[src/include/sapr_regs.svh]
// Timing counts and bit positions for the parallel readout converter control.
`ifndef SAPR_REGS_SVH
`define SAPR_REGS_SVH
`define SAPR_RES_BITS      12
`define SAPR_MSB           11
`define SAPR_CLK_MHZ       200
`define SAPR_CONV_MAX_NS   6000
`define SAPR_CONV_MAX_CYC  ((`SAPR_CONV_MAX_NS * `SAPR_CLK_MHZ) / 1000)
`define SAPR_STEP_NS       400
`define SAPR_STEP_CYC      ((`SAPR_STEP_NS * `SAPR_CLK_MHZ) / 1000)
`define SAPR_SAMPLE_MIN_NS 1000
`define SAPR_HI_NIB_LSB    8
`endif

[src/include/sapr_pkg.sv]
// Types shared by the converter control modules.
package sapr_pkg;
  typedef enum logic [1:0] {
    SAPR_IDLE,
    SAPR_CLEAR,
    SAPR_STEP,
    SAPR_LOAD
  } sapr_state_t;
endpackage

[src/include/sapr_pins_if.sv]
// Interface carrying the gated host strobes between control and pin driver.
`timescale 1ns/10ps
interface sapr_pins_if;
  logic        drive_en;
  logic        high_byte;
  logic [11:0] latch_val;
  modport ctrl (output drive_en, output high_byte, output latch_val);
  modport drv  (input  drive_en, input  high_byte, input  latch_val);
endinterface

[src/verilog/sapr_pin_drv.sv]
// Data pin driver: maps the output latch onto the twelve three-state pins.
`timescale 1ns/10ps
`include "sapr_regs.svh"
module sapr_pin_drv (
  input  wire logic        clk_i,
  input  wire logic        rstn_i,
  sapr_pins_if.drv         pins,
  output logic      [11:0] data_o,
  output logic      [11:0] data_oe_n_o
);
  logic [11:0] data_reg;
  logic [11:0] data_next;
  logic [11:0] oen_reg;
  logic [11:0] oen_next;

  // Byte-select mux; middle nibble forced low in two-byte mode.
  always_comb begin
    if (pins.high_byte) begin
      data_next = {pins.latch_val[11:8], 4'h0, pins.latch_val[11:8]};
    end else begin
      data_next = pins.latch_val;
    end
  end

  // One enable per pin, all low while the host read is active.
  genvar gi;
  generate
    for (gi = 0; gi < `SAPR_RES_BITS; gi = gi + 1) begin : g_oe
      assign oen_next[gi] = ~pins.drive_en;
    end
  endgenerate

  // Registered outputs; pins float out of reset.
  always_ff @(posedge clk_i or negedge rstn_i) begin
    if (!rstn_i) begin
      data_reg <= 12'h000;
      oen_reg  <= 12'hFFF;
    end else begin
      data_reg <= data_next;
      oen_reg  <= oen_next;
    end
  end

  assign data_o      = data_reg;
  assign data_oe_n_o = oen_reg;
endmodule

[src/verilog/sapr_ctrl.sv]
// Successive-approximation converter control with a parallel host read port.
`timescale 1ns/10ps
`include "sapr_regs.svh"
// Operation
// - Read low with select, byte-low starts conversion
// - High byte select blocks conversion start
// - Drive data pins only during select and read
// - Select high ignores read and byte select
// - Busy low throughout conversion
// - Byte select low gives full word
// - Byte select high duplicates top nibble
// - Start clears approximation register, enables outputs
// - Starts ignored while converting
// - One bit per step, MSB first
// - End of conversion loads output latch
// - Conversion finishes within six microseconds
module sapr_ctrl (
  input  wire logic        clk_i,
  input  wire logic        rstn_i,
  input  wire logic        select_n_i,
  input  wire logic        read_n_i,
  input  wire logic        high_byte_select_i,
  input  wire logic        comp_i,
  output logic      [11:0] dac_code_o,
  output logic             busy_n_o,
  output logic      [11:0] data_o,
  output logic      [11:0] data_oe_n_o
);
  // Step period in clock cycles. Twelve steps plus one clear and one load cycle keep busy
  // low for 962 cycles, about 4.8 us, which leaves a fifth of the worst-case budget spare
  // for a slower clock or a longer step without touching the sequencer.
  localparam int          STEP_CYC  = `SAPR_STEP_CYC;
  localparam logic [7:0]  STEP_LAST = 8'(STEP_CYC - 1);
  localparam logic [3:0]  BIT_LAST  = 4'(`SAPR_MSB);
  localparam logic [10:0] CONV_LAST = 11'(`SAPR_CONV_MAX_CYC - 2);

  // Gated strobes and the output latch travel to the pin driver together.
  sapr_pins_if pins ();

  // Three-stage synchronisers for the host pins and the comparator. The host bus runs on its
  // own clock, so stage one may go metastable; it feeds only stage two. A level counts once
  // stages two and three agree, which costs three to four cycles of latency on every strobe
  // but keeps a runt pulse on the read line from starting a conversion.
  logic [2:0] sel_sy_reg;
  logic [2:0] rd_sy_reg;
  logic [2:0] hb_sy_reg;
  logic [2:0] cmp_sy_reg;
  logic [2:0] sel_sy_next;
  logic [2:0] rd_sy_next;
  logic [2:0] hb_sy_next;
  logic [2:0] cmp_sy_next;
  logic       sel_reg;
  logic       rd_reg;
  logic       hb_reg;
  logic       cmp_reg;
  logic       sel_next;
  logic       rd_next;
  logic       hb_next;
  logic       cmp_next;

  // Shift in; the filtered level only moves once stages two and three agree.
  always_comb begin
    sel_sy_next = {sel_sy_reg[1:0], select_n_i};
    rd_sy_next  = {rd_sy_reg[1:0], read_n_i};
    hb_sy_next  = {hb_sy_reg[1:0], high_byte_select_i};
    cmp_sy_next = {cmp_sy_reg[1:0], comp_i};
    // Filtered levels hold their value while stages two and three disagree.
    sel_next    = (sel_sy_reg[1] == sel_sy_reg[2]) ? sel_sy_reg[2] : sel_reg;
    rd_next     = (rd_sy_reg[1] == rd_sy_reg[2]) ? rd_sy_reg[2] : rd_reg;
    hb_next     = (hb_sy_reg[1] == hb_sy_reg[2]) ? hb_sy_reg[2] : hb_reg;
    cmp_next    = (cmp_sy_reg[1] == cmp_sy_reg[2]) ? cmp_sy_reg[2] : cmp_reg;
  end

  // Synchroniser registers; idle bus levels are high.
  always_ff @(posedge clk_i or negedge rstn_i) begin
    if (!rstn_i) begin
      sel_sy_reg <= 3'h7;
      rd_sy_reg  <= 3'h7;
      hb_sy_reg  <= 3'h7;
      cmp_sy_reg <= 3'h0;
      sel_reg    <= 1'b1;
      rd_reg     <= 1'b1;
      hb_reg     <= 1'b1;
      cmp_reg    <= 1'b0;
    end else begin
      sel_sy_reg <= sel_sy_next;
      rd_sy_reg  <= rd_sy_next;
      hb_sy_reg  <= hb_sy_next;
      cmp_sy_reg <= cmp_sy_next;
      sel_reg    <= sel_next;
      rd_reg     <= rd_next;
      hb_reg     <= hb_next;
      cmp_reg    <= cmp_next;
    end
  end

  // Start request is level-qualified and edge-detected on the read strobe. A host that keeps
  // read low after a conversion ends must not start another one by itself, so only the falling
  // edge counts; select and byte select are looked at as levels on that same cycle. The edge
  // register rests high, the idle level of the strobe, so no false edge follows reset.
  logic rd_prev_reg;
  logic rd_prev_next;
  logic start_req;
  logic read_act;

  // Read is active only with select low; byte select plays no part in enabling the pins.
  always_comb begin
    rd_prev_next = rd_reg;
    read_act     = ~sel_reg & ~rd_reg;
    start_req    = ~sel_reg & ~hb_reg & rd_prev_reg & ~rd_reg;
  end

  // Previous filtered read level for the edge detector.
  always_ff @(posedge clk_i or negedge rstn_i) begin
    if (!rstn_i) begin
      rd_prev_reg <= 1'b1;
    end else begin
      rd_prev_reg <= rd_prev_next;
    end
  end

  // Conversion sequencer with approximation register and output latch. A start moves idle to
  // clear, which empties the approximation register and sets the trial bit on the MSB. Each
  // step then keeps or drops the trial bit on the comparator's verdict and moves it one place
  // down. After the last decision the load cycle copies the register into the output latch,
  // which the pins show until the next load; a read during conversion sees the old result.
  sapr_pkg::sapr_state_t state_reg;
  sapr_pkg::sapr_state_t state_next;
  logic [11:0] sar_reg;
  logic [11:0] sar_next;
  logic [11:0] trial_reg;
  logic [11:0] trial_next;
  logic [11:0] latch_reg;
  logic [11:0] latch_next;
  logic [7:0]  tick_reg;
  logic [7:0]  tick_next;
  logic        step_en;

  // Internal step clock: a one-cycle enable every step period. The tick counter only runs in
  // the step state, so every conversion starts its first step a whole period after the clear,
  // which gives the trial code time to settle at the comparator before it is judged.
  always_comb begin
    step_en = (tick_reg == STEP_LAST);
  end

  // Decision counter. Ending on a count instead of on the trial bit running off the bottom
  // means a disturbed trial register cannot stretch a conversion beyond twelve decisions.
  // It counts decisions, not cycles, and rests at zero outside the step state.
  logic [3:0]  bit_cnt_reg;
  logic [3:0]  bit_cnt_next;
  logic        last_bit;

  always_comb begin
    last_bit = (bit_cnt_reg == BIT_LAST);
    if (state_reg != sapr_pkg::SAPR_STEP) begin
      bit_cnt_next = 4'h0;
    end else if (step_en) begin
      bit_cnt_next = bit_cnt_reg + 4'h1;
    end else begin
      bit_cnt_next = bit_cnt_reg;
    end
  end

  always_ff @(posedge clk_i or negedge rstn_i) begin
    if (!rstn_i) begin
      bit_cnt_reg <= 4'h0;
    end else begin
      bit_cnt_reg <= bit_cnt_next;
    end
  end

  // Conversion watchdog. The step clock already finishes well inside the time limit; this
  // counter is a second guard, so that an upset in the step logic still ends the conversion
  // and raises busy in time. A forced end loads whatever bits were decided so far. The limit
  // leaves two cycles for the load state and the return to idle.
  logic [10:0] conv_cnt_reg;
  logic [10:0] conv_cnt_next;
  logic        conv_late;

  always_comb begin
    conv_late = (conv_cnt_reg == CONV_LAST);
    if (state_reg == sapr_pkg::SAPR_IDLE) begin
      conv_cnt_next = 11'h000;
    end else begin
      conv_cnt_next = conv_cnt_reg + 11'h001;
    end
  end

  always_ff @(posedge clk_i or negedge rstn_i) begin
    if (!rstn_i) begin
      conv_cnt_reg <= 11'h000;
    end else begin
      conv_cnt_reg <= conv_cnt_next;
    end
  end

  // Next-state logic. Every register but the tick counter defaults to its present value, so a state only names
  // what it changes.
  always_comb begin
    state_next = state_reg;
    sar_next   = sar_reg;
    trial_next = trial_reg;
    latch_next = latch_reg;
    // The tick counter restarts at every decision and rests at zero outside the step state.
    tick_next  = (state_reg == sapr_pkg::SAPR_STEP && !step_en) ? tick_reg + 8'h01 : 8'h00;
    case (state_reg)
      // Idle: only here is a start heard; in any other state it falls through unheard.
      sapr_pkg::SAPR_IDLE: begin
        if (start_req) begin
          state_next = sapr_pkg::SAPR_CLEAR;
        end
      end
      // Clear: one cycle that empties the register and puts the trial bit on the MSB.
      sapr_pkg::SAPR_CLEAR: begin
        sar_next   = 12'h000;
        trial_next = 12'h800;
        state_next = sapr_pkg::SAPR_STEP;
      end
      sapr_pkg::SAPR_STEP: begin
        // Comparator high keeps the trial bit; one decision per step.
        if (step_en) begin
          sar_next   = cmp_reg ? (sar_reg | trial_reg) : sar_reg;
          trial_next = trial_reg >> 1;
          if (last_bit) begin
            state_next = sapr_pkg::SAPR_LOAD;
          end
        end
        // The watchdog wins over the step clock; the bits still undecided stay zero.
        if (conv_late) begin
          state_next = sapr_pkg::SAPR_LOAD;
        end
      end
      // Load: one cycle, then idle; busy rises on the same edge as the latch takes the result.
      sapr_pkg::SAPR_LOAD: begin
        latch_next = sar_reg;
        state_next = sapr_pkg::SAPR_IDLE;
      end
      // An unused encoding returns to idle rather than hang with busy low.
      default: begin
        state_next = sapr_pkg::SAPR_IDLE;
      end
    endcase
  end

  // Sequencer registers; reset returns to idle with an empty output latch.
  always_ff @(posedge clk_i or negedge rstn_i) begin
    if (!rstn_i) begin
      state_reg <= sapr_pkg::SAPR_IDLE;
      sar_reg   <= 12'h000;
      trial_reg <= 12'h000;
      latch_reg <= 12'h000;
      tick_reg  <= 8'h00;
    end else begin
      state_reg <= state_next;
      sar_reg   <= sar_next;
      trial_reg <= trial_next;
      latch_reg <= latch_next;
      tick_reg  <= tick_next;
    end
  end

  // Busy and DAC code registered so the pins never glitch. Both are taken from the next-state
  // values, so busy falls on the very edge that leaves idle and rises on the edge that returns
  // there, with no cycle of lag against the sequencer.
  logic        busy_n_reg;
  logic        busy_n_next;
  logic [11:0] dac_reg;
  logic [11:0] dac_next;

  always_comb begin
    busy_n_next = (state_next == sapr_pkg::SAPR_IDLE);
    // Trial code: the bits kept so far plus the bit now on trial.
    dac_next    = sar_next | trial_next;
  end

  always_ff @(posedge clk_i or negedge rstn_i) begin
    if (!rstn_i) begin
      busy_n_reg <= 1'b1;
      dac_reg    <= 12'h000;
    end else begin
      busy_n_reg <= busy_n_next;
      dac_reg    <= dac_next;
    end
  end

  assign busy_n_o   = busy_n_reg;
  assign dac_code_o = dac_reg;

  // Byte select passes only while chip select is low. With select high the read strobe and
  // byte select are both masked here, so a deselected device neither drives its pins nor
  // changes their format.
  assign pins.drive_en  = read_act;
  assign pins.high_byte = hb_reg & ~sel_reg;
  assign pins.latch_val = latch_reg;

  // Pin driver registers data and enables, so the pins follow the strobes one cycle later.
  sapr_pin_drv u_drv (
    .clk_i       (clk_i),
    .rstn_i      (rstn_i),
    .pins        (pins),
    .data_o      (data_o),
    .data_oe_n_o (data_oe_n_o)
  );
endmodule

[config.mk]
export PLATFORM = sky130hd
export DESIGN_NAME = sapr_ctrl
export DESIGN_NICKNAME = d
export VERILOG_FILES = /design/src/include/sapr_pkg.sv /design/src/include/sapr_pins_if.sv /design/src/verilog/sapr_pin_drv.sv /design/src/verilog/sapr_ctrl.sv
export VERILOG_INCLUDE_DIRS = /design/src /design/src/include
export SDC_FILE = /design/constraint.sdc
export NUM_CORES = 1
export LEC_CHECK = 0
export ABC_CLOCK_PERIOD_IN_PS = 2000
export BUFFER_PORTS_ARGS = -buffer_cell sky130_fd_sc_hd__clkbuf_2
export CORE_ASPECT_RATIO = 1.4
export CORE_MARGIN = 10
export CORE_UTILIZATION = 50
export CTS_BUF_LIST = sky130_fd_sc_hd__clkbuf_8
export DETAILED_ROUTE_END_ITERATION = 8
export HOLD_SLACK_MARGIN = 0.05
export PLACE_DENSITY = 0.72
export SETUP_SLACK_MARGIN = 0.15
export SLEW_MARGIN = 25
export SYNTH_ARGS = -nofsm -noshare
export SYNTH_HDL_FRONTEND = slang
export SYNTH_SLANG_ARGS = --single-unit
[constraint.sdc]
create_clock -name clk_i -period 2 [get_ports clk_i]
set_input_delay 0.1 -clock clk_i [delete_from_list [all_inputs] [get_ports clk_i]]
set_output_delay 0.1 -clock clk_i [all_outputs]
set_load 0.1 [all_outputs]
Yosys cells after proc, flatten, opt, wreduce, memory -nomap -nowiden
Index checks and enable logic that the tools add are counted.
- flip-flop bits (word level): 104
- input bits: 6
- output and inout bits: 37
- add/sub/neg operators: 3
- equality and inequality tests: 11
- muxes and demuxes: 15
- bitwise operators: 11
- reductions and logical operators: 5
- operators by type and width (kind ; number):
    $pmux 12 s2 ; 2
    $mux 12 ; 3
    $or 12x12->12 ; 2
    $mux 8 ; 2
    $add 11x1->11 const B ; 1
    $eq 11x11->1 const B ; 1
    $mux 11 ; 1
    $add 8x1->8 const B ; 1
    $eq 8x7->1 const B ; 1
    $mux 2 ; 4
    $mux 4 ; 2
    $pmux 2 s4 ; 1
    $and 1x1->1 ; 5
    $add 4x1->4 const B ; 1
    $eq 1x1->1 ; 4
    $eq 2x2->1 const B ; 2
    $eq 4x4->1 const B ; 1
    $logic_not 2->1 ; 2
    $not 1->1 ; 4
    $eq 2x1->1 const B ; 1
    $ne 2x2->1 const B ; 1
    $reduce_bool 2->1 ; 1
    $logic_and 1x1->1 ; 1
    $logic_not 1->1 ; 1

Logic depth before layout (Yosys ltp)
- depth after elaboration: 7
- depth in mapped cells: 8
- gate-level depth less buffers: 6

Modules after synthesis
A second synthesis with hierarchy kept.
- cells, all modules: 343
- area, all modules: 4299.1 sq um
- modules (own cells, without submodules) (module ; times used ; cells each ; area an instance (sq um) ; seq. area each (sq um)):
    sapr_ctrl ; 1 ; 309 ; 3779.9 ; 2294.7
    sapr_pin_drv ; 1 ; 34 ; 519.2 ; 326.6

Least setup slack after synthesis
No wires, ideal clock.
- path kind: register -> register
- from: reg state_reg[0]
- to: reg dac_reg[4], in the netlist dac_code_o[4]
- setup time: 0.124 ns
- data arrival time: 1.751 ns
- data required time: 1.876 ns
- slack: 0.125 ns
- cell stages (with the launch flop): 8
- path through: dfrtp_1 inv_1 ha_1 clkbuf_1 nand2b_1 buf_2 a22o_4 or2_1
- cells in the longest elaborated chain, start to end: 3
- elaborated cells between the ends (all ways): 5
- classes of those cells: eq/ne (2); mux (2); bitwise (1)
- ends and longest elaborated chain (item ; RTL line ; text):
    start: declaration ; sapr_ctrl.sv:127 ; sapr_pkg::sapr_state_t state_reg;
    start signal: assignment ; sapr_ctrl.sv:248 ; state_reg <= sapr_pkg::SAPR_IDLE;
    start signal: assignment ; sapr_ctrl.sv:254 ; state_reg <= state_next;
    $eq 2x2->1 / $eq 2x1->1 (equally long branches) ; sapr_ctrl.sv:206 ; case (state_reg)
    $pmux 12 s2 (*) ; sapr_ctrl.sv:206 ;
    via sar_next[4] ; sapr_ctrl.sv:130 ; logic [11:0] sar_next;
    $or 12x12->12 (*) ; sapr_ctrl.sv:273 ; dac_next = sar_next | trial_next;
    via dac_next[4] ; sapr_ctrl.sv:268 ; logic [11:0] dac_next;
    end signal: assignment ; sapr_ctrl.sv:282 ; dac_reg <= dac_next;
    end: declaration ; sapr_ctrl.sv:267 ; logic [11:0] dac_reg;
The timed path passes the listed nets; every way through them passes the cells marked *.
A chain may end at the register's enable or synchronous reset.

Final worst setup path
- from: reg tick_reg[5]
- to: reg dac_reg[5], in the netlist dac_code_o[5]
- cells in the longest elaborated chain, start to end: 4
- elaborated cells between the ends (all ways): 6
- classes of those cells: eq/ne (1); mux (4); bitwise (1)
- ends and longest elaborated chain (item ; RTL line ; text):
    start: declaration ; sapr_ctrl.sv:135 ; logic [7:0] tick_reg;
    start signal: assignment ; sapr_ctrl.sv:258 ; tick_reg <= tick_next;
    $eq 8x7->1 ; sapr_ctrl.sv:143 ; step_en = (tick_reg == STEP_LAST);
    $mux 12 ; sapr_ctrl.sv:221 ; if (step_en) begin
    $pmux 12 s2 ; sapr_ctrl.sv:206 ;
    via trial_next[5] ; sapr_ctrl.sv:132 ; logic [11:0] trial_next;
    $or 12x12->12 ; sapr_ctrl.sv:273 ;
    via dac_next[5] ; sapr_ctrl.sv:268 ;
The timed path passes the listed nets, and every way through them passes these cells.

==> reports/metrics.yaml <==
outcome: "finished clean"
ant_nets: 0
endpoint_kind: "flop"
fin_worst_skew_ps: 11.2
required_ps: 2250
ys_warn_count: 0
fin_crit_ps: 1870
grt_pass1_wl_um: 13300
gp_congestion: 0.892
final.period_utilization_pct: 93.7
final_hold_viol_count: 0
avgRoutedWirePerCell_um: 15.8
synthAdderAreaFrac_pct: 3.32
syn_to_final_growth_pct: 17.0
maxSlewHeadroom_pct: 61.3
synth_edf_count: 0
cap_violations: 0
finalSetupViolations: 0
cts_made_buffers: 9
synth_compound_gate_area_share_pct: 9.55
rsz0062_at_grt: "yes"
arrival_ps: 2120
drt_first_pass_iters: 4
ios: 43
final_nets: 400
async_reset_ff_share_pct: 100
netlist_area_mm2: 0.00422
cts.path.max_buffers: 2
path_class: "flop to flop"
cp_max_fo: 5
cp-start-kind: "flop"
avgSynthCellArea_um2: 12.8
cts_tree: "built"
synth_top_area_share_pct: 52.8
power.leakage_uw: 0.00242
reg2reg_setup_slack_ps: 130
max_freq_mhz: 533
hold_class: "primary input to async pin"
via_per_inst: 5.28
syn_inst: 329
tightest_slew_ps: 572
yosys_most_used_dff: "dfrtp_1"
grt_use_total_pct: 12.8
synth_xor_area_share_pct: 3.32
yosysTopAreaCell: "dfrtp_1"
synth_seq_area_share_pct: 62.1
ys_types: 50
portBuffers: 42
cpMaxStageDelayCell: "or4b_4"
grt_max_degree: 55
synthMuxAreaShare_pct: 3.20
cts_root_buffer: "clkbuf_8"
tns_ps: 0
die_h_um: 129
place_hpwl_um: 5570
cts.reportedPaths.clkPinSlew_ps: 100
synth_area_leaders: "dfrtp_1, dfstp_2, a22o_4, nand2_1, mux2_2"
grt-ovfl-total: 0
crit_path_max_incr_delay_ps: 550
reg2reg_to: "dac_code_o[5]$_DFF_PN0_"
synth_seq_cells: 104
syn_nets: 343
total_power_uw: 4900
cts_sinks: 104
drive_above_1_share_pct: 33.5
diodes: 0
vias: 2601
synth_top_family_by_area: "simple AND/OR/NAND/NOR gates"
drt_iter0_drc: 164
antenna_found_initial: 0
synth_simple_gate_area_share_pct: 14.8
worstPathCellList: "or4b_4 -> buf_6 -> o311ai_2 -> o21ai_1 -> or2_1"
timing.rr.start: "tick_reg[5]$_DFF_PN0_"
reg2reg_depth: 5
core_mm2: 0.00820
clock_latency_ps: 370
drc: 0
dieWidth_um: 97.6
slew_viol_final: 0
htree_levels: 3
initial_core_util_pct: 51.4
routed_wl_um: 7810
die_area_mm2: 0.0126
vdd_drop_max_v: 0.000656
powerDensity_mw_per_mm2: 993
rows: 39
grt_pass1_vias: 2846
## routing by layer
layer	global-route usage [%]	wire, µm
met1	13.7	3180
met2	22.7	4040
met3	4.02	419
met4	6.00	167
met5	0	0
## how the worst max path moves through the flow
stage / from / to / slack, ps / depth (start not counted)
3_5_place_dp: state_reg[0]$_DFF_PN0_ / dac_code_o[5]$_DFF_PN0_ / 90 / 6
3_3_place_gp: tick_reg[4]$_DFF_PN0_ / dac_code_o[5]$_DFF_PN0_ / 220 / 5
6_report: tick_reg[5]$_DFF_PN0_ / dac_code_o[5]$_DFF_PN0_ / 130 / 5
5_1_grt: tick_reg[5]$_DFF_PN0_ / dac_code_o[5]$_DFF_PN0_ / 20 / 5
2_1_floorplan: state_reg[0]$_DFF_PN0_ / dac_code_o[4]$_DFF_PN0_ / 150 / 7
4_1_cts: state_reg[0]$_DFF_PN0_ / dac_code_o[5]$_DFF_PN0_ / 160 / 6
## synth_stat cells, drive strengths merged (7+ instances only)
library cell and instances:
mux2 12, buf 16, dfstp 15, ha 8, and2 11, dfrtp 89
xor2 12, nand2 39, nor2 16, or2 7, a22o 14, nand3 10
o21ai 8, nand4 7
## logic make-up after synthesis
family | after synthesis
adders and majority gates | 12
muxes | 12
DFF | 104
and+or+nand+nor | 116
AOI/OAI and AO/OA | 43
buffers and inverters | 26
xor gates and xnor gates | 16
## metrics by stage
| stage | setup WS [ps] | cells | util, % | instance area [µm²] | hold WS [ps] |
|---|---|---|---|---|---|
| after CTS | 155 | 488 | 59.1 | 4840 | 216 |
| after global routing | 19.0 | 493 | 60.2 | 4940 | 247 |
| final | 125 | 493 | 60.2 | 4940 | 215 |
| after detailed placement | 94.6 | 467 | 55.7 | 4570 | 82.2 |
| after global placement | 216 | 467 | 55.7 | 4570 | 77.5 |
| after floorplan | 154 | 329 | - | 4220 | -196 |
## worst max-delay path: cells and delay by family, from the launching register on
family                 cells  cell delay, ps
AOI/OAI and AO/OA          2             430
DFF                        1             390
buffers and inverters      1             160
and+or+nand+nor            2             790
## cells in the final DEF, fill, tap and decap left out, drive strengths merged, types with 6 or more instances in the layout
| cell | n |
|---|---|
| ha | 8 |
| o21ai | 8 |
| buf | 21 |
| inv | 7 |
| and2 | 11 |
| nand3 | 10 |
| clkbuf | 52 |
| or2 | 7 |
| dfstp | 15 |
| dfrtp | 89 |
| a21oi | 6 |
| a22o | 14 |
| nor2 | 16 |
| xor2 | 12 |
| nand4 | 7 |
| mux2 | 12 |
| nand2 | 39 |
## where the power goes
group          leakage (µW)  switching (µW)  internal [µW]
registers           0.00139            92.5           2220
clock network      0.000110             695            656
logic              0.000927             898            341
## repair_timing
item	4_1_cts	5_1_grt
resized for setup	3	11
pin swaps	0	8
hold endpoints to repair	35	0
hold buffers	5	0
setup endpoints to repair	3	15
buffers inserted	0	4
gates cloned	0	1
## final cells by class
cell class	instances	area (µm²)
well taps	102	128
inverters	5	21.3
repair buffers	67	443
fillers	679	3260
clock inverters	5	61.3
multi-input cells	199	1510
flip-flops and latches	104	2620
clock buffers	11	151
Note: power is estimated with default switching activity, not from simulation.
